`config.mk`:
```
export PLATFORM = sky130hd
export DESIGN_NAME = rfts_ctrl
export DESIGN_NICKNAME = d
export VERILOG_FILES = /design/src/design/rfts_pkg.sv /design/src/design/rfts_ctrl.sv
export SDC_FILE = /design/constraint.sdc
export NUM_CORES = 1
export LEC_CHECK = 0
export BUFFER_PORTS_ARGS = -buffer_cell sky130_fd_sc_hd__buf_2
export CAP_MARGIN = 20
export CORE_UTILIZATION = 62
export DETAILED_ROUTE_END_ITERATION = 8
export PLACE_DENSITY = 0.78
export SLEW_MARGIN = 20
export SYNTH_ARGS = -nofsm -noshare
export SYNTH_HDL_FRONTEND = slang
export SYNTH_SLANG_ARGS = --single-unit
```
`constraint.sdc`:
```
create_clock -name clock -period 8.5 [get_ports clock]
set_input_delay 0.425 -clock clock [delete_from_list [all_inputs] [get_ports clock]]
set_output_delay 0.425 -clock clock [all_outputs]
set_load 0.05 [all_outputs]
```
`src/design/rfts_pkg.sv`:
```
// Package: command codes, reset values, time constants and carriers for the TX trigger / sleep block
`default_nettype none
package rfts_pkg;
    // Configuration command codes (also the register offsets)
    localparam logic [7:0] OFS_SLEEP_MODE   = 8'h01;
    localparam logic [7:0] OFS_SLEEP_TIME   = 8'h02;
    localparam logic [7:0] OFS_INIT_DELAY   = 8'h03;
    localparam logic [7:0] OFS_INIT_LENGTH  = 8'h0c;
    localparam logic [7:0] OFS_FORCE_INIT   = 8'h0d;
    localparam logic [7:0] OFS_IN2_FUNCTION = 8'h16;
    localparam logic [7:0] OFS_PIN_WAKE     = 8'h1d;
    localparam logic [7:0] OFS_TX_THRESHOLD = 8'h20;
    localparam logic [7:0] OFS_SILENT_TIME  = 8'h21;
    localparam logic [7:0] OFS_IN2_TIMER    = 8'h31;

    // Values after reset
    localparam logic [7:0]  RST_SLEEP_MODE   = 8'h00;
    localparam logic [15:0] RST_SLEEP_TIME   = 16'h0064;
    localparam logic [15:0] RST_INIT_DELAY   = 16'hffff;
    localparam logic [7:0]  RST_INIT_LENGTH  = 8'h01;
    localparam logic [7:0]  RST_IN2_FUNCTION = 8'h00;
    localparam logic [7:0]  RST_PIN_WAKE     = 8'h00;
    localparam logic [15:0] RST_TX_THRESHOLD = 16'h0001;
    localparam logic [15:0] RST_SILENT_TIME  = 16'h0020;
    localparam logic [15:0] RST_IN2_TIMER    = 16'h0000;

    // Field limits
    localparam logic [15:0] INIT_DELAY_NEVER = 16'hffff;
    localparam logic [15:0] SLEEP_TIME_MIN   = 16'h0010;
    localparam logic [7:0]  SLEEP_MODE_MAX   = 8'h08;
    localparam logic [7:0]  IN2_FUNC_MAX     = 8'h02;
    localparam logic [7:0]  PIN_WAKE_MAX     = 8'h01;

    // Time base: clock period, units and derived cycle counts
    localparam int CLK_PERIOD_NS   = 100;
    localparam int FAST_UNIT_US    = 200;
    localparam int SLOW_UNIT_MS    = 100;
    localparam int FAST_TICK_CYC   = (FAST_UNIT_US * 1000) / CLK_PERIOD_NS;
    localparam int FAST_PER_SLOW   = (SLOW_UNIT_MS * 1000) / FAST_UNIT_US;
    localparam int CYCLIC_BASE_MS  = 500;
    localparam int CYCLIC_BASE_SLW = CYCLIC_BASE_MS / SLOW_UNIT_MS;

    // Sleep modes
    typedef enum logic [7:0] {
        RFTS_SM_NONE   = 8'h00,
        RFTS_SM_PIN    = 8'h01,
        RFTS_SM_SERIAL = 8'h02,
        RFTS_SM_CYC_A  = 8'h03,
        RFTS_SM_CYC_B  = 8'h04,
        RFTS_SM_CYC_C  = 8'h05,
        RFTS_SM_CYC_D  = 8'h06,
        RFTS_SM_CYC_E  = 8'h07,
        RFTS_SM_CYC_F  = 8'h08
    } rfts_sleep_mode_t;

    // Second input functions
    typedef enum logic [7:0] {
        RFTS_IN2_OFF  = 8'h00,
        RFTS_IN2_CMD  = 8'h01,
        RFTS_IN2_RTS  = 8'h02
    } rfts_in2_func_t;

    // Host configuration command and its answer
    typedef struct packed {
        logic        valid;
        logic        write;
        logic [7:0]  code;
        logic [15:0] data;
    } rfts_cmd_t;

    typedef struct packed {
        logic        valid;
        logic        err;
        logic [15:0] data;
    } rfts_rsp_t;
endpackage
`default_nettype wire

```
`src/design/rfts_ctrl.sv`:
```
// RF transmit trigger, second input selection and sleep / wake-up initializer control
//
// Behaviour
// - Transmit after programmed serial silence; zero disables
// - Either silence or byte threshold starts transmission
// - Transmit once byte threshold reached in buffer
// - Second input: off, command, or RTS
// - Force command prepends initializer to next transmission
// - Initializer sent once inactivity reaches programmed delay
// - Delay all-ones disables automatic initializer
// - Initializer lasts programmed length in 100 ms
// - Wake pin leaves cyclic sleep when enabled
// - Sleep mode decode: none, pin, serial, cyclic
// - Sleep after programmed inactivity in 100 ms
// - Inactivity sleep only in cyclic, serial modes
// - Serial or RF traffic restarts inactivity timers
`default_nettype none
module rfts_ctrl (
    input  wire logic             clock,
    input  wire logic             rst,
    input  wire logic             ce,
    input  wire rfts_pkg::rfts_cmd_t cmd,
    input  wire logic             ser_byte,
    input  wire logic             rf_activity,
    input  wire logic             second_digital_input,
    input  wire logic             sleep_pin,
    input  wire logic             wake_pin,
    output logic                  tx_start,
    output logic                  tx_with_init,
    output logic                  init_busy,
    output logic                  sleep_active,
    output logic                  cyclic_poll,
    output logic                  in2_cmd_mode,
    output logic                  in2_rts_hold,
    output rfts_pkg::rfts_rsp_t   rsp
);
    import rfts_pkg::*;

    // Register readback decode
    function automatic logic [16:0] reg_read(input logic [7:0] code, input logic [7:0] sm, input logic [15:0] st,
                                             input logic [15:0] ht, input logic [7:0] lh, input logic [7:0] rt,
                                             input logic [7:0] pw, input logic [15:0] rb, input logic [15:0] ro,
                                             input logic [15:0] t2);
        logic [16:0] r;
        r = {1'b0, 16'h0000};
        unique case (code)
            OFS_SLEEP_MODE:   r = {1'b0, 8'h00, sm};
            OFS_SLEEP_TIME:   r = {1'b0, st};
            OFS_INIT_DELAY:   r = {1'b0, ht};
            OFS_INIT_LENGTH:  r = {1'b0, 8'h00, lh};
            OFS_IN2_FUNCTION: r = {1'b0, 8'h00, rt};
            OFS_PIN_WAKE:     r = {1'b0, 8'h00, pw};
            OFS_TX_THRESHOLD: r = {1'b0, rb};
            OFS_SILENT_TIME:  r = {1'b0, ro};
            OFS_IN2_TIMER:    r = {1'b0, t2};
            default:          r = {1'b1, 16'h0000};
        endcase
        return r;
    endfunction

    // Cyclic sleep modes 3..8
    function automatic logic is_cyclic(input logic [7:0] sm);
        return (sm >= RFTS_SM_CYC_A) && (sm <= RFTS_SM_CYC_F);
    endfunction

    // Time base state
    logic [11:0] pre_q, pre_d;
    logic [8:0]  sub_q, sub_d;
    logic        tick_fast, tick_slow;

    // Configuration state
    logic [7:0]  sm_q, sm_d, lh_q, lh_d, rt_q, rt_d, pw_q, pw_d;
    logic [15:0] st_q, st_d, ht_q, ht_d, rb_q, rb_d, ro_q, ro_d, t2_q, t2_d;
    logic        force_q, force_d;
    rfts_rsp_t   rsp_q, rsp_d;

    // Trigger and sleep state
    logic [15:0] cnt_q, cnt_d, silent_q, silent_d, inact_q, inact_d;
    logic [7:0]  left_q, left_d, cyc_q, cyc_d;
    logic        txs_q, txs_d, txi_q, txi_d, busy_q, busy_d;
    logic        slp_q, slp_d, poll_q, poll_d, cmdm_q, cmdm_d, rtsh_q, rtsh_d;

    logic        activity, silent_hit, count_hit, auto_due, force_cmd, cyc_mode;
    logic [16:0] rd;
    logic [7:0]  period;

    // Prescaler is 12 + 9 bits; a time base that does not fit raises an error at elaboration
    if (FAST_TICK_CYC < 2 || FAST_TICK_CYC > 4096 || FAST_PER_SLOW < 2 || FAST_PER_SLOW > 512) begin : g_tick_chk
        $error("time base constants do not fit the prescaler");
    end

    // One prescaler feeds both units so every duration is a whole unit count
    always_comb begin
        tick_fast = (pre_q == 12'(FAST_TICK_CYC - 1));
        tick_slow = tick_fast && (sub_q == 9'(FAST_PER_SLOW - 1));
        pre_d = tick_fast ? 12'h000 : pre_q + 12'h001;
        sub_d = sub_q;
        if (tick_fast) begin
            sub_d = tick_slow ? 9'h000 : sub_q + 9'h001;
        end
    end

    always_ff @(posedge clock or posedge rst) begin
        if (rst) begin
            pre_q <= 12'h000;
            sub_q <= 9'h000;
        end else if (ce) begin
            pre_q <= pre_d;
            sub_q <= sub_d;
        end
    end

    // Command decode; out-of-range writes are refused so the decode stays legal
    always_comb begin
        sm_d = sm_q;
        st_d = st_q;
        ht_d = ht_q;
        lh_d = lh_q;
        rt_d = rt_q;
        pw_d = pw_q;
        rb_d = rb_q;
        ro_d = ro_q;
        t2_d = t2_q;
        force_cmd = cmd.valid && (cmd.code == OFS_FORCE_INIT);
        rd = reg_read(cmd.code, sm_q, st_q, ht_q, lh_q, rt_q, pw_q, rb_q, ro_q, t2_q);
        rsp_d = '0;
        if (cmd.valid) begin
            rsp_d.valid = 1'b1;
            rsp_d.data  = force_cmd ? 16'h0000 : rd[15:0];
            rsp_d.err   = force_cmd ? 1'b0 : rd[16];
            if (cmd.write && !force_cmd && !rd[16]) begin
                unique case (cmd.code)
                    OFS_SLEEP_MODE:   if (cmd.data <= 16'(SLEEP_MODE_MAX)) sm_d = cmd.data[7:0]; else rsp_d.err = 1'b1;
                    OFS_SLEEP_TIME:   if (cmd.data >= SLEEP_TIME_MIN) st_d = cmd.data; else rsp_d.err = 1'b1;
                    OFS_INIT_DELAY:   ht_d = cmd.data;
                    OFS_INIT_LENGTH:  if (cmd.data[15:8] == 8'h00) lh_d = cmd.data[7:0]; else rsp_d.err = 1'b1;
                    OFS_IN2_FUNCTION: if (cmd.data <= 16'(IN2_FUNC_MAX)) rt_d = cmd.data[7:0]; else rsp_d.err = 1'b1;
                    OFS_PIN_WAKE:     if (cmd.data <= 16'(PIN_WAKE_MAX)) pw_d = cmd.data[7:0]; else rsp_d.err = 1'b1;
                    OFS_TX_THRESHOLD: if (cmd.data != 16'h0000) rb_d = cmd.data; else rsp_d.err = 1'b1;
                    OFS_SILENT_TIME:  ro_d = cmd.data;
                    OFS_IN2_TIMER:    t2_d = cmd.data;
                    default:          rsp_d.err = 1'b1;
                endcase
            end
        end
    end

    always_ff @(posedge clock or posedge rst) begin
        if (rst) begin
            sm_q  <= RST_SLEEP_MODE;
            st_q  <= RST_SLEEP_TIME;
            ht_q  <= RST_INIT_DELAY;
            lh_q  <= RST_INIT_LENGTH;
            rt_q  <= RST_IN2_FUNCTION;
            pw_q  <= RST_PIN_WAKE;
            rb_q  <= RST_TX_THRESHOLD;
            ro_q  <= RST_SILENT_TIME;
            t2_q  <= RST_IN2_TIMER;
            rsp_q <= '0;
        end else if (ce) begin
            sm_q  <= sm_d;
            st_q  <= st_d;
            ht_q  <= ht_d;
            lh_q  <= lh_d;
            rt_q  <= rt_d;
            pw_q  <= pw_d;
            rb_q  <= rb_d;
            ro_q  <= ro_d;
            t2_q  <= t2_d;
            rsp_q <= rsp_d;
        end
    end

    // Transmit trigger: byte count, serial silence, initializer request
    always_comb begin
        activity   = ser_byte || rf_activity || txs_q;
        silent_hit = (ro_q != 16'h0000) && (cnt_q != 16'h0000) && (silent_q >= ro_q);
        count_hit  = (cnt_q >= rb_q);
        auto_due   = (ht_q != INIT_DELAY_NEVER) && (inact_q >= ht_q);
        txs_d      = silent_hit || count_hit;
        txi_d      = txs_d && (force_q || auto_due);
        // A byte landing with the start begins the next packet's count
        if (txs_d) begin
            cnt_d = ser_byte ? 16'h0001 : 16'h0000;
        end else begin
            cnt_d = (ser_byte && cnt_q != 16'hffff) ? cnt_q + 16'h0001 : cnt_q;
        end
        // Silence counts only while data waits; any byte restarts it
        if (ser_byte || txs_d || cnt_q == 16'h0000) begin
            silent_d = 16'h0000;
        end else begin
            silent_d = (tick_fast && silent_q != 16'hffff) ? silent_q + 16'h0001 : silent_q;
        end
        // Force request survives a start in the same cycle: the set wins
        force_d = force_cmd ? 1'b1 : (txs_d ? 1'b0 : force_q);
    end

    always_ff @(posedge clock or posedge rst) begin
        if (rst) begin
            cnt_q    <= 16'h0000;
            silent_q <= 16'h0000;
            txs_q    <= 1'b0;
            txi_q    <= 1'b0;
            force_q  <= 1'b0;
        end else if (ce) begin
            cnt_q    <= cnt_d;
            silent_q <= silent_d;
            txs_q    <= txs_d;
            txi_q    <= txi_d;
            force_q  <= force_d;
        end
    end

    // Inactivity, initializer length, sleep and cyclic wake
    always_comb begin
        cyc_mode = is_cyclic(sm_q);
        period   = 8'(CYCLIC_BASE_SLW) << (sm_q[3:0] - 4'h3);
        if (activity) begin
            inact_d = 16'h0000;
        end else begin
            inact_d = (tick_slow && inact_q != 16'hffff) ? inact_q + 16'h0001 : inact_q;
        end
        // Initializer runs lh whole units from the start that carries it
        if (txs_q && txi_q) begin
            left_d = lh_q;
        end else begin
            left_d = (tick_slow && left_q != 8'h00) ? left_q - 8'h01 : left_q;
        end
        busy_d = (left_d != 8'h00);
        slp_d  = slp_q;
        unique case (sm_q)
            RFTS_SM_NONE: slp_d = 1'b0;
            RFTS_SM_PIN:  slp_d = sleep_pin;
            default: begin
                if (activity || (cyc_mode && pw_q[0] && wake_pin)) begin
                    slp_d = 1'b0;
                end else if (inact_q >= st_q) begin
                    slp_d = 1'b1;
                end
            end
        endcase
        // Periodic listen pulse while asleep in a cyclic mode
        poll_d = 1'b0;
        cyc_d  = 8'h00;
        if (slp_q && cyc_mode && tick_slow) begin
            poll_d = (cyc_q == period - 8'h01);
            cyc_d  = poll_d ? 8'h00 : cyc_q + 8'h01;
        end else if (slp_q && cyc_mode) begin
            cyc_d = cyc_q;
        end
        cmdm_d = (rt_q == RFTS_IN2_CMD) && second_digital_input;
        rtsh_d = (rt_q == RFTS_IN2_RTS) && second_digital_input;
    end

    always_ff @(posedge clock or posedge rst) begin
        if (rst) begin
            inact_q <= 16'h0000;
            left_q  <= 8'h00;
            busy_q  <= 1'b0;
            slp_q   <= 1'b0;
            poll_q  <= 1'b0;
            cyc_q   <= 8'h00;
            cmdm_q  <= 1'b0;
            rtsh_q  <= 1'b0;
        end else if (ce) begin
            inact_q <= inact_d;
            left_q  <= left_d;
            busy_q  <= busy_d;
            slp_q   <= slp_d;
            poll_q  <= poll_d;
            cyc_q   <= cyc_d;
            cmdm_q  <= cmdm_d;
            rtsh_q  <= rtsh_d;
        end
    end

    // Outputs straight from flip-flops
    assign tx_start     = txs_q;
    assign tx_with_init = txi_q;
    assign init_busy    = busy_q;
    assign sleep_active = slp_q;
    assign cyclic_poll  = poll_q;
    assign in2_cmd_mode = cmdm_q;
    assign in2_rts_hold = rtsh_q;
    assign rsp          = rsp_q;

    // Checks
    a_silent_start: assert property (@(posedge clock) disable iff (rst)
        ce && silent_hit |=> tx_start) else $error("silence did not start transmission");
    a_no_early_tx: assert property (@(posedge clock) disable iff (rst)
        ce && ro_q == 16'h0000 && cnt_q < rb_q |=> !tx_start) else $error("early transmission");
    a_either_start: assert property (@(posedge clock) disable iff (rst)
        ce && tx_start |-> $past(silent_hit) || $past(count_hit)) else $error("start without cause");
    a_force_init: assert property (@(posedge clock) disable iff (rst)
        ce && force_q && txs_d |=> tx_with_init) else $error("forced initializer dropped");
    a_never_auto: assert property (@(posedge clock) disable iff (rst)
        ce && ht_q == INIT_DELAY_NEVER && !force_q |=> !tx_with_init) else $error("automatic initializer");
    a_auto_init: assert property (@(posedge clock) disable iff (rst)
        ce && txs_d && auto_due |=> tx_with_init) else $error("due initializer missing");
    a_init_length: assert property (@(posedge clock) disable iff (rst)
        ce && tx_start && tx_with_init && lh_q != 8'h00 |=> init_busy) else $error("initializer not running");
    a_in2_decode: assert property (@(posedge clock) disable iff (rst)
        ce |=> !(in2_cmd_mode && in2_rts_hold)) else $error("second input decode clash");
    a_pin_wake: assert property (@(posedge clock) disable iff (rst)
        ce && cyc_mode && pw_q[0] && wake_pin |=> !sleep_active)
        else $error("pin wake ignored");
    a_no_sleep_mode: assert property (@(posedge clock) disable iff (rst)
        ce && sm_q == 8'h00 |=> !sleep_active) else $error("sleep in no-sleep mode");
    a_traffic_restart: assert property (@(posedge clock) disable iff (rst)
        ce && activity |=> inact_q == 16'h0000) else $error("inactivity not restarted");
    a_tick_period: assert property (@(posedge clock) disable iff (rst)
        ce && tick_fast |=> !tick_fast) else $error("tick too frequent");
    a_count_start: assert property (@(posedge clock) disable iff (rst)
        ce && count_hit |=> tx_start) else $error("threshold did not start transmission");
    a_zero_length: assert property (@(posedge clock) disable iff (rst)
        ce && tx_start && tx_with_init && lh_q == 8'h00 |=> !init_busy) else $error("empty initializer ran");
    a_force_keep: assert property (@(posedge clock) disable iff (rst)
        ce && force_q && !txs_d |=> force_q) else $error("force request lost");
    a_in2_follow: assert property (@(posedge clock) disable iff (rst)
        ce |=> in2_rts_hold == ($past(rt_q) == RFTS_IN2_RTS && $past(second_digital_input)))
        else $error("flow control input not followed");

    // Sleep entry, wake and refused mode writes
    a_pin_sleep: assert property (@(posedge clock) disable iff (rst)
        ce && sm_q == RFTS_SM_PIN |=> sleep_active == $past(sleep_pin)) else $error("pin sleep not followed");
    a_sleep_entry: assert property (@(posedge clock) disable iff (rst)
        ce && sm_q >= RFTS_SM_SERIAL && !activity && !wake_pin && inact_q >= st_q |=> sleep_active)
        else $error("inactivity did not start sleep");
    a_traffic_wake: assert property (@(posedge clock) disable iff (rst)
        ce && sm_q >= RFTS_SM_SERIAL && activity |=> !sleep_active) else $error("traffic did not wake");
    a_refuse_mode: assert property (@(posedge clock) disable iff (rst)
        ce && cmd.valid && cmd.write && cmd.code == OFS_SLEEP_MODE && cmd.data > 16'(SLEEP_MODE_MAX)
        |=> rsp.err && $stable(sm_q)) else $error("illegal sleep mode taken");
    c_pin_wake: cover property (@(posedge clock) disable iff (rst) sleep_active && cyc_mode ##1 !sleep_active);
    c_silent_tx: cover property (@(posedge clock) disable iff (rst) silent_hit && !count_hit ##1 tx_start);
    c_count_tx: cover property (@(posedge clock) disable iff (rst) count_hit ##1 tx_start);
    c_init_tx: cover property (@(posedge clock) disable iff (rst) tx_start && tx_with_init);
    c_cyc_poll: cover property (@(posedge clock) disable iff (rst) cyclic_poll);
endmodule
`default_nettype wire

```
## Word level (Yosys, flattened, before mapping)

Index checks and enable logic that the tools add are counted.

| word-level totals | value |
|---|---|
| register bits | 223 |
| output and inout bits | 25 |

| operators by class | value |
|---|---|
| add/subtract/negate cells | 9 |
| magnitude comparators | 10 |
| eq/ne operators | 21 |
| shifts and indexed selects | 1 |
| muxes and demuxes | 32 |
| reduce and logical (&&, ||, !) cells | 59 |

Operators by type and width:

| cell | number |
|---|---|
| $pmux 17 s9 | 1 |
| $mux 16 | 7 |
| $ge 16x16->1 | 4 |
| $ne 16x16->1 const B | 4 |
| $add 16x1->16 const B | 3 |
| $reduce_bool 16->1 | 3 |
| $mux 8 | 5 |
| $reduce_and 5->1 | 6 |
| $eq 8x1->1 const B | 3 |
| $eq 8x2->1 const B | 3 |
| $eq 8x6->1 const B | 3 |
| $logic_and 1x1->1 | 20 |
| $mux 18 | 1 |
| $eq 8x4->1 const B | 2 |
| $eq 8x5->1 const B | 2 |
| $ge 16x5->1 const B | 1 |
| $le 16x1->1 const B | 1 |
| $le 16x2->1 const B | 1 |
| $le 16x4->1 const B | 1 |
| $logic_not 16->1 | 1 |
| $logic_not 8->1 | 2 |
| $reduce_bool 8->1 | 2 |
| $sub 8x1->8 const B | 2 |
| $mux 1 | 14 |
| other kinds (22) | 40 |

## Logic depth before layout (Yosys ltp)

Gate-level depths: netlist (run 1).

| logic depth | value |
|---|---|
| depth in word-level cells | 8 |
| depth in mapped cells | 14 |
| gate-level depth less buffers | 12 |

## Worst setup path after synthesis (run 1)

OpenSTA, ideal clock, no wires.

| timing | value |
|---|---|
| path type | register -> register |
| start point | register sm_q[0] |
| end point | register cyc_q[1] |
| data arrival time | 3.213 ns |
| required time | 8.378 ns |
| path slack | 5.166 ns |
| stages on the path, launching flop included | 14 |
| buffers on the path | 2 |
| clock period less this slack | 3.334 ns |
| cell sequence | dfrtp_1 > clkbuf_1 > and2_1 > ha_1 > clkbuf_1 > nor3_1 > o21ai_0 > ha_1 > and2_1 > o221a_2 > o21a_1 > nor4b_1 > o2111ai_1 > a32o_1 |

| on the way | value |
|---|---|
| cells in the longest elaborated chain, start to end | 6 |
| elaborated cells on any way between the ends | 13 |
| those cells by class | add/sub: 2; order compare: 2; eq/ne: 2; shift: 1; mux: 2; reduce/logical: 4 |

RTL lines:

| what | line | RTL |
|---|---|---|
| from (decl) | rfts_ctrl.sv:72 | `logic [7:0] sm_q, sm_d, lh_q, lh_d, rt_q, rt_d, pw_q, pw_d;` |
| from (signal assigned) | rfts_ctrl.sv:161 | `sm_q <= sm_d;` |
| $sub 4x2->4 (tied with other cells) | rfts_ctrl.sv:217 | `period = 8'(CYCLIC_BASE_SLW) << (sm_q[3:0] - 4'h3);` |
| $shl 3x4->8 or $logic_and 1x1->1 (tied branches) | rfts_ctrl.sv:217, rfts_ctrl.sv:63 |  |
| $sub 8x1->8 or $logic_and 1x1->1 (tied branches) | rfts_ctrl.sv:246, rfts_ctrl.sv:245, rfts_ctrl.sv:248 |  |
| $eq 8x8->1 or $logic_and 1x1->1 (tied branches) | rfts_ctrl.sv:246, rfts_ctrl.sv:245 |  |
| $mux 8 or $ne 2x1->1 (tied branches) | - |  |
| $mux 8 or $reduce_and 2->1 (tied branches) | - |  |
| to (signal assigned) | rfts_ctrl.sv:271 | `cyc_q <= cyc_d;` |
| to (decl) | rfts_ctrl.sv:79 | `logic [7:0] left_q, left_d, cyc_q, cyc_d;` |

Parallel ways exist; a longest one is shown, timed or not.
A chain may end at the register's enable or synchronous reset.

## Final worst setup path (run 1)

| timing | value |
|---|---|
| start point | register sm_q[0] |
| end point | register cyc_q[3] |

Same word-level chain as after synthesis.

==> results of run 1 <==
==> critical path: stages (launching register included) <==
cell	delay (ns)
dfrtp_1	0.58
and2_1	0.28
ha_1	0.43
nor3_1	0.18
o21ai_0	0.12
ha_1	0.26
and2_1	0.18
o221a_2	0.24
o21a_1	0.18
nor4b_1	0.30
o2111ai_1	0.44
a31oi_1	0.30
mux2i_1	0.09
==> routing by layer <==
layer	global-route usage	vias up
met5	0	-
met4	0.1078	0
met3	0.04130	75
met2	0.4995	430
met1	0.4616	5255
li1	-	4926
==> final timing paths <==
check | end | slack (ns) | cells past startpoint
max in group asynchronous | silent_q[6]$_DFFE_PP0P_ | 7.14 | 3
setup reg to reg | cyc_q[3]$_DFFE_PP0P_ | 4.79 | 12
setup / recovery | cyc_q[3]$_DFFE_PP0P_ | 4.79 | 12
hold reg to reg | rsp[9]$_DFFE_PP0P_ | 0.48 | 1
hold / removal | cyc_q[6]$_DFFE_PP0P_ | 0.01 | 2
min in group clock | ht_q[15]$_DFFE_PP1P_ | 0.19 | 3
==> kinds of logic (layout without fill, tap and decap cells) <==
logic type | Yosys count | after routing | synth area share
mux | 96 | 96 | 0.08267
fa+ha+maj | 75 | 75 | 0.07226
compound gates | 293 | 293 | 0.1509
buf+inv | 148 | 205 | 0.04711
other cells | 0 | 2 | 0
simple gates | 442 | 442 | 0.1796
flops | 223 | 223 | 0.4318
xor+xnor | 52 | 52 | 0.03565
==> sequential cells by signal (all words and copies together) (netlist names), 8 cells and up <==
| register | count |
|---|---|
| silent_q | 16 |
| lh_q | 8 |
| t2_q | 16 |
| rb_q | 16 |
| sub_q | 9 |
| rt_q | 8 |
| inact_q | 16 |
| pre_q | 12 |
| left_q | 8 |
| pw_q | 8 |
| cyc_q | 8 |
| cnt_q | 16 |
| ro_q | 16 |
| rsp | 18 |
| ht_q | 16 |
| sm_q | 8 |
| st_q | 16 |
==> final cells by class <==
class | count | area (µm²) | share of cell area
Antenna cell | 2 | 5.005 | 0.0003494
Inverter | 92 | 352.8 | 0.02463
Multi-Input combinational cell | 958 | 6784 | 0.4736
Timing Repair Buffer | 69 | 376.6 | 0.02629
Clock inverter | 11 | 155.1 | 0.01083
Sequential cell | 223 | 5608 | 0.3915
Clock buffer | 33 | 705.7 | 0.04926
Tap cell | 270 | 337.8 | 0.02358
==> stage by stage <==
step           cell area (µm²)  setup WS, ns  utilization
2_1_floorplan            12990         2.005            -
3_3_place_gp             13440         4.584       0.6597
3_5_place_dp             13440         4.602       0.6601
4_1_cts                  14300         4.808       0.7023
5_1_grt                  14320         4.419       0.7033
6_report                 14330         4.792       0.7034
==> power by group <==
| group | leakage (nW) | internal [mW] | switching [mW] |
|---|---|---|---|
| logic | 3.24 | 0.0853 | 0.184 |
| registers | 2.99 | 1.09 | 0.0460 |
| clock network | 0.431 | 0.700 | 0.434 |
==> placed cells by master (no fill, tap or decap), types with 5 or more instances in the layout <==
cell	count
a211oi_1	8
a21o_1	22
a21oi_1	67
a221oi_1	9
a222oi_1	11
a22oi_1	24
a31oi_1	13
and2_1	15
and3_1	16
and4_1	8
buf_2	58
buf_4	10
clkbuf_16	25
clkbuf_8	5
clkinv_2	7
dfrtp_1	201
dfstp_2	22
ha_1	75
inv_1	90
mux2_2	87
mux2i_1	6
nand2_1	107
nand2b_1	7
nand3_1	51
nand4_1	41
nor2_1	87
nor2b_1	28
nor3_1	25
nor4_1	18
o21a_1	6
o21ai_0	66
o2bb2ai_1	11
o31ai_1	5
or3_1	7
xnor2_1	24
xor2_1	27
==> metrics.txt, run 1 <==
die height 146.7 µm; final std cells w/o fill 1,658; largest net degree at the start of global routing 91; CORE AREA 0.02036 mm²; leakage 6.657 nW; min cycle time layout between 3 and 4 ns; port buffer count 58; Met2 Routed Length 15,150 µm; RSZ-0062 raised after global routing false; Area Growth Syn to Fin 10.31%; Synth Instances 1,329; Avg WL per Cell 20.15 µm; fraction of layout cells with a size suffix above 1 0.1775; main flop type after synthesis dfrtp_1; status finished clean; Startpoint Class flip-flop; Syn Area/Cell 9.771 µm²; Overall Power 2.542 mW; crit path DAT 4.10 ns; die width roughly 150 µm; # hold bufs at CTS 0; CTS Buf Count 24; most area-hungry cell type in the Yosys netlist dfrtp_1; Max Cap Viol 0; maximum buffer depth of the clock tree 3; CTS tree done; Peak VDD IR 0.1520 mV; global route total overflow 0; Setup TNS 0 ns; Worst Tran Pin Value 1.013 ns; Post-synth EDFFs 0; Layout Skew about 0.015 ns; root buf cell clkbuf_16; Top Ports roughly 60; sequential-to-total area share from yosys stat 0.4318; GP Congestion 0.9346; Hold Violations, Final 0; r2r startpoint sm_q[0]$_DFFE_PP0P_; first-pass GRT wire length approximately 55,000 µm; share of the synthesized area in the top cell type 0.3873; max-slew violation count 0; placed cell count 1,611; Tot GR Track Use 0.3198; Antenna Violating Nets Remaining 0; CTS Sinks 223; Top Layer Used met4; Crit path required time around 8.9 ns; row count 52; dpl hpwl 23,870 µm; Cell Pwr Density 177.5 mW/mm²; Mapped Area 0.01299 mm²; DRC viols 0; Final period util 0.4362; postcts setup bufs 0; initial core utilization 0.6377; routed wire length on met3 2416 µm; vias per inst 6.445; vias in the first global route 10,310; Setup violations, final 0; clock latency on the worst-skew pair ~0.53 ns; synth warn 0; clock transition at the registers of the reported paths 0.06 ns; CP Launch Point sm_q[0]$_DFFE_PP0P_; Syn Nets 1,438; DR iter-0 viols 1,027; Crit Path Category reg2reg; die area 0.02153 mm²; async set-or-reset flop fraction in the synthesized netlist 1.000; worst hold path type in2async; number of fillers in the final layout 1,548; Vias 10,690; Yosys reg bits 223; Nets approximately 1,500; Crit. End Element flip-flop; most common cell in the netlist dfrtp_1; post-CTS resize count 0; Max Freq 0.2697 GHz; ranking of synthesized cells by area dfrtp_1 (39%), mux2_2 (7.5%), ha_1 (7.2%); antenna violations before repair 2; Unique masters post-synth 84; most common library cells after synthesis dfrtp_1 (201), nand2_1 (107), inv_1 (91), mux2_2 (87), nor2_1 (87); H-tree depth 1; Detailed Routing Iterations Pass 1 5; M1 wire length between 10,000 and 15,000 µm; Slew headroom 0.3200; worst hold slack 0.01053 ns; crit path max fanout 21; final wirelength 33,410 µm
No activity file was read; power rests on OpenSTA's default activity.
==> run 2, diff against run 1 <==
==> constraint.sdc (replaced) <==
create_clock -name clock -period 3.55 [get_ports clock]
set_input_delay 0.1775 -clock clock [delete_from_list [all_inputs] [get_ports clock]]
set_output_delay 0.1775 -clock clock [all_outputs]
set_load 0.05 [all_outputs]
==> run 2 against run 1 <==
Fmax rose by 14%; largest cell class unchanged; largest power group unchanged; sequential cell count did not move; final cell count rose by 2.6%; design area rose by 2.3%; highest routed layer unchanged; global-route usage rose by 0.33 points; die area did not move.
==> metrics.txt, run 2 (synthesis gave the netlist of run 1 again) <==
crit path max fanout 9 (-57%); fraction of layout cells with a size suffix above 1 0.1902 (+0.01269); Crit. End Element flip-flop; DRC viols 0 (unchanged); Crit Path Category reg2reg; Tot GR Track Use 0.3231 (+0.003267); crit path DAT 3.65 ns (-0.45 ns); vias in the first global route 10,580 (+2.6%); row count 52 (unchanged); CP max-delay cell dfrtp_1; Setup violations, final 0 (unchanged); Avg WL per Cell 19.79 µm (-1.8%); worst hold path type in2reg; area occupied by multi-input gates 0.006785 mm² (about the same); Layout Skew 0.01561 ns (+0.0006967 ns); root buf cell clkbuf_16; maximum buffer depth of the clock tree 3 (unchanged); initial core utilization 0.6377 (unchanged); placed cell count 1,633 (+1.4%); port buffer count 58 (unchanged); GP Congestion 0.8926 (-4.5%); Slew headroom 0.4903 (+0.1703); H-tree depth 1 (unchanged); Antenna Violating Nets Remaining 0 (unchanged); die area 0.02153 mm² (unchanged); Nets 1,516 (+2.6%); Cell Pwr Density 406.4 mW/mm² (+130%); max-slew violation count 0 (unchanged); antenna violations before repair 7 (+5); min cycle time layout 3.256 ns (-0.4520 ns); Detailed Routing Iterations Pass 1 5 (unchanged); dpl hpwl 24,190 µm (+1.4%); switch share 0.2643 (+0.003250); RSZ-0062 raised after global routing false; CTS tree done; Vias 10,720 (+0.33%); Peak VDD IR 0.4628 mV (+200%); final wirelength 33,670 µm (+0.76%); largest net degree at the start of global routing 124 (+36%); design area 0.01465 mm² (+2.3%); CORE AREA 0.02036 mm² (unchanged); Worst Tran Pin Value 0.7610 ns (-0.2521 ns); commonest cells after routing, fill and taps aside dfrtp_1 (201), nand2_1 (107), inv_1 (90); global route total overflow 0 (unchanged); CP Cell Sequence and2_1, ha_1, nor3_1, o21ai_0, ha_1, and2_1, o221a_2, o21a_1, nor4b_1, o2111ai_2, buf_4, a31oi_1, mux2i_1; vias per inst 6.303 (-2.2%); Startpoint Class flip-flop; Flop pwr share 0.457 (+0.009); status finished clean; die height 146.7 µm (unchanged); Reg area 0.005608 mm² (unchanged); clock latency on the worst-skew pair 0.53 ns (about the same); Placement Setup Slack 0.1546 ns (-4.447 ns); Top Ports 59 (unchanged); Max Cap Viol 0 (unchanged); fin worst setup slack 0.2943 ns (-4.498 ns); clock transition at the registers of the reported paths 0.06 ns (about the same); leakage 6.814 nW (+2.3%); final core occ 0.7196 (+0.01616); share of total power in the clock network 0.431 (-0.015); Max Freq 0.3072 GHz (+14%); Setup TNS 0 ns (unchanged); die width 146.7 µm (unchanged); Hold Violations, Final 0 (unchanged); Area Growth Syn to Fin 12.84%; CP max stage delay 0.45 ns (-0.13 ns); Net Switching 1.574 mW (+140%); CTS Sinks 223 (unchanged); Final period util 0.9171 (+0.4809); leading cell type in the layout, fill and taps excluded dfrtp_1; number of fillers in the final layout 1,485 (-4.1%); Logic pwr share 0.111 (+0.005); DR iter-0 viols 771 (-25%); number of flip-flops in the largest register 18 (unchanged); internal power component 4.382 mW (+130%); Crit path required time 3.94 ns (-4.95 ns); Area after DPL 0.01364 mm² (+1.5%); final std cells w/o fill 1,701 (+2.6%); CTS Buf Count 24 (unchanged); first-pass GRT wire length 55,510 µm (+0.92%)
==> run 2: final cells by class <==
class / count / share of cell area
Multi-Input combinational cell: 958 / 0.4630
Sequential cell: 223 / 0.3827
Timing Repair Buffer: 108 / 0.05072
Clock buffer: 33 / 0.04816
Inverter: 92 / 0.02382
Tap cell: 270 / 0.02305
Clock inverter: 11 / 0.007514
Antenna cell: 6 / 0.001025
==> run 2: worst max-delay path: cells and delay by family (launching register included) <==
| kind | cells | cell delay, ns |
|---|---|---|
| compound gates | 5 | 0.88 |
| fa+ha+maj | 2 | 0.57 |
| buf+inv | 1 | 0.21 |
| flops | 1 | 0.45 |
| mux | 1 | 0.12 |
| simple gates | 4 | 0.90 |
==> run 2: repair_timing <==
item / 4_1_cts / 5_1_grt
hold buffers: 16 / 0
setup endpoints to repair: 0 / 9
buffers inserted: 0 / 2
hold endpoints to repair: 240 / 0
resized for setup: 0 / 1
==> run 2: per-stage QoR <==
| stage | power (mW) | hold slack (ns) |
|---|---|---|
| 5_1_grt | 6.171 | 0.03250 |
| 6_report | 5.956 | 0.01323 |
| 2_1_floorplan | 3.170 | 0.2865 |
| 3_3_place_gp | 3.383 | 0.3951 |
| 4_1_cts | 5.981 | 0.001121 |
| 3_5_place_dp | 3.408 | 0.3990 |
==> run 2: power groups by stage <==
stage / registers (mW) / logic (mW) / clock network [mW]
finish: 2.72 / 0.664 / 2.57
global route: 2.73 / 0.738 / 2.70
CTS: 2.72 / 0.659 / 2.60
detailed placement: 2.77 / 0.643 / 0
global placement: 2.76 / 0.622 / 0
floorplan: 2.75 / 0.416 / 0
==> run 2: metal layers <==
layer  routed length (µm)  vias to the layer above  global-route usage
met2                15780                      386              0.5213
li1                     -                     5017                   -
met4                 1180                        0              0.1156
met1                14330                     5241              0.4362
met3                 2375                       77             0.06180
met5                    0                        -                   0
==> run 2: worst paths after layout <==
| kind | to | depth (start not counted) | slack, ns | from |
|---|---|---|---|---|
| setup / recovery | cyc_q[3]$_DFFE_PP0P_ | 13 | 0.29 | sm_q[0]$_DFFE_PP0P_ |
| hold / removal | rsp[17]$_DFFE_PP0P_ | 3 | 0.01 | cmd[25] |
| setup reg to reg | cyc_q[3]$_DFFE_PP0P_ | 13 | 0.29 | sm_q[0]$_DFFE_PP0P_ |
| hold reg to reg | rsp[13]$_DFFE_PP0P_ | 1 | 0.48 | rsp[13]$_DFFE_PP0P_ |
| max in group asynchronous | pre_q[5]$_DFFE_PP0P_ | 4 | 2.62 | rst |
| min in group asynchronous | inact_q[6]$_DFFE_PP0P_ | 4 | 0.34 | rst |
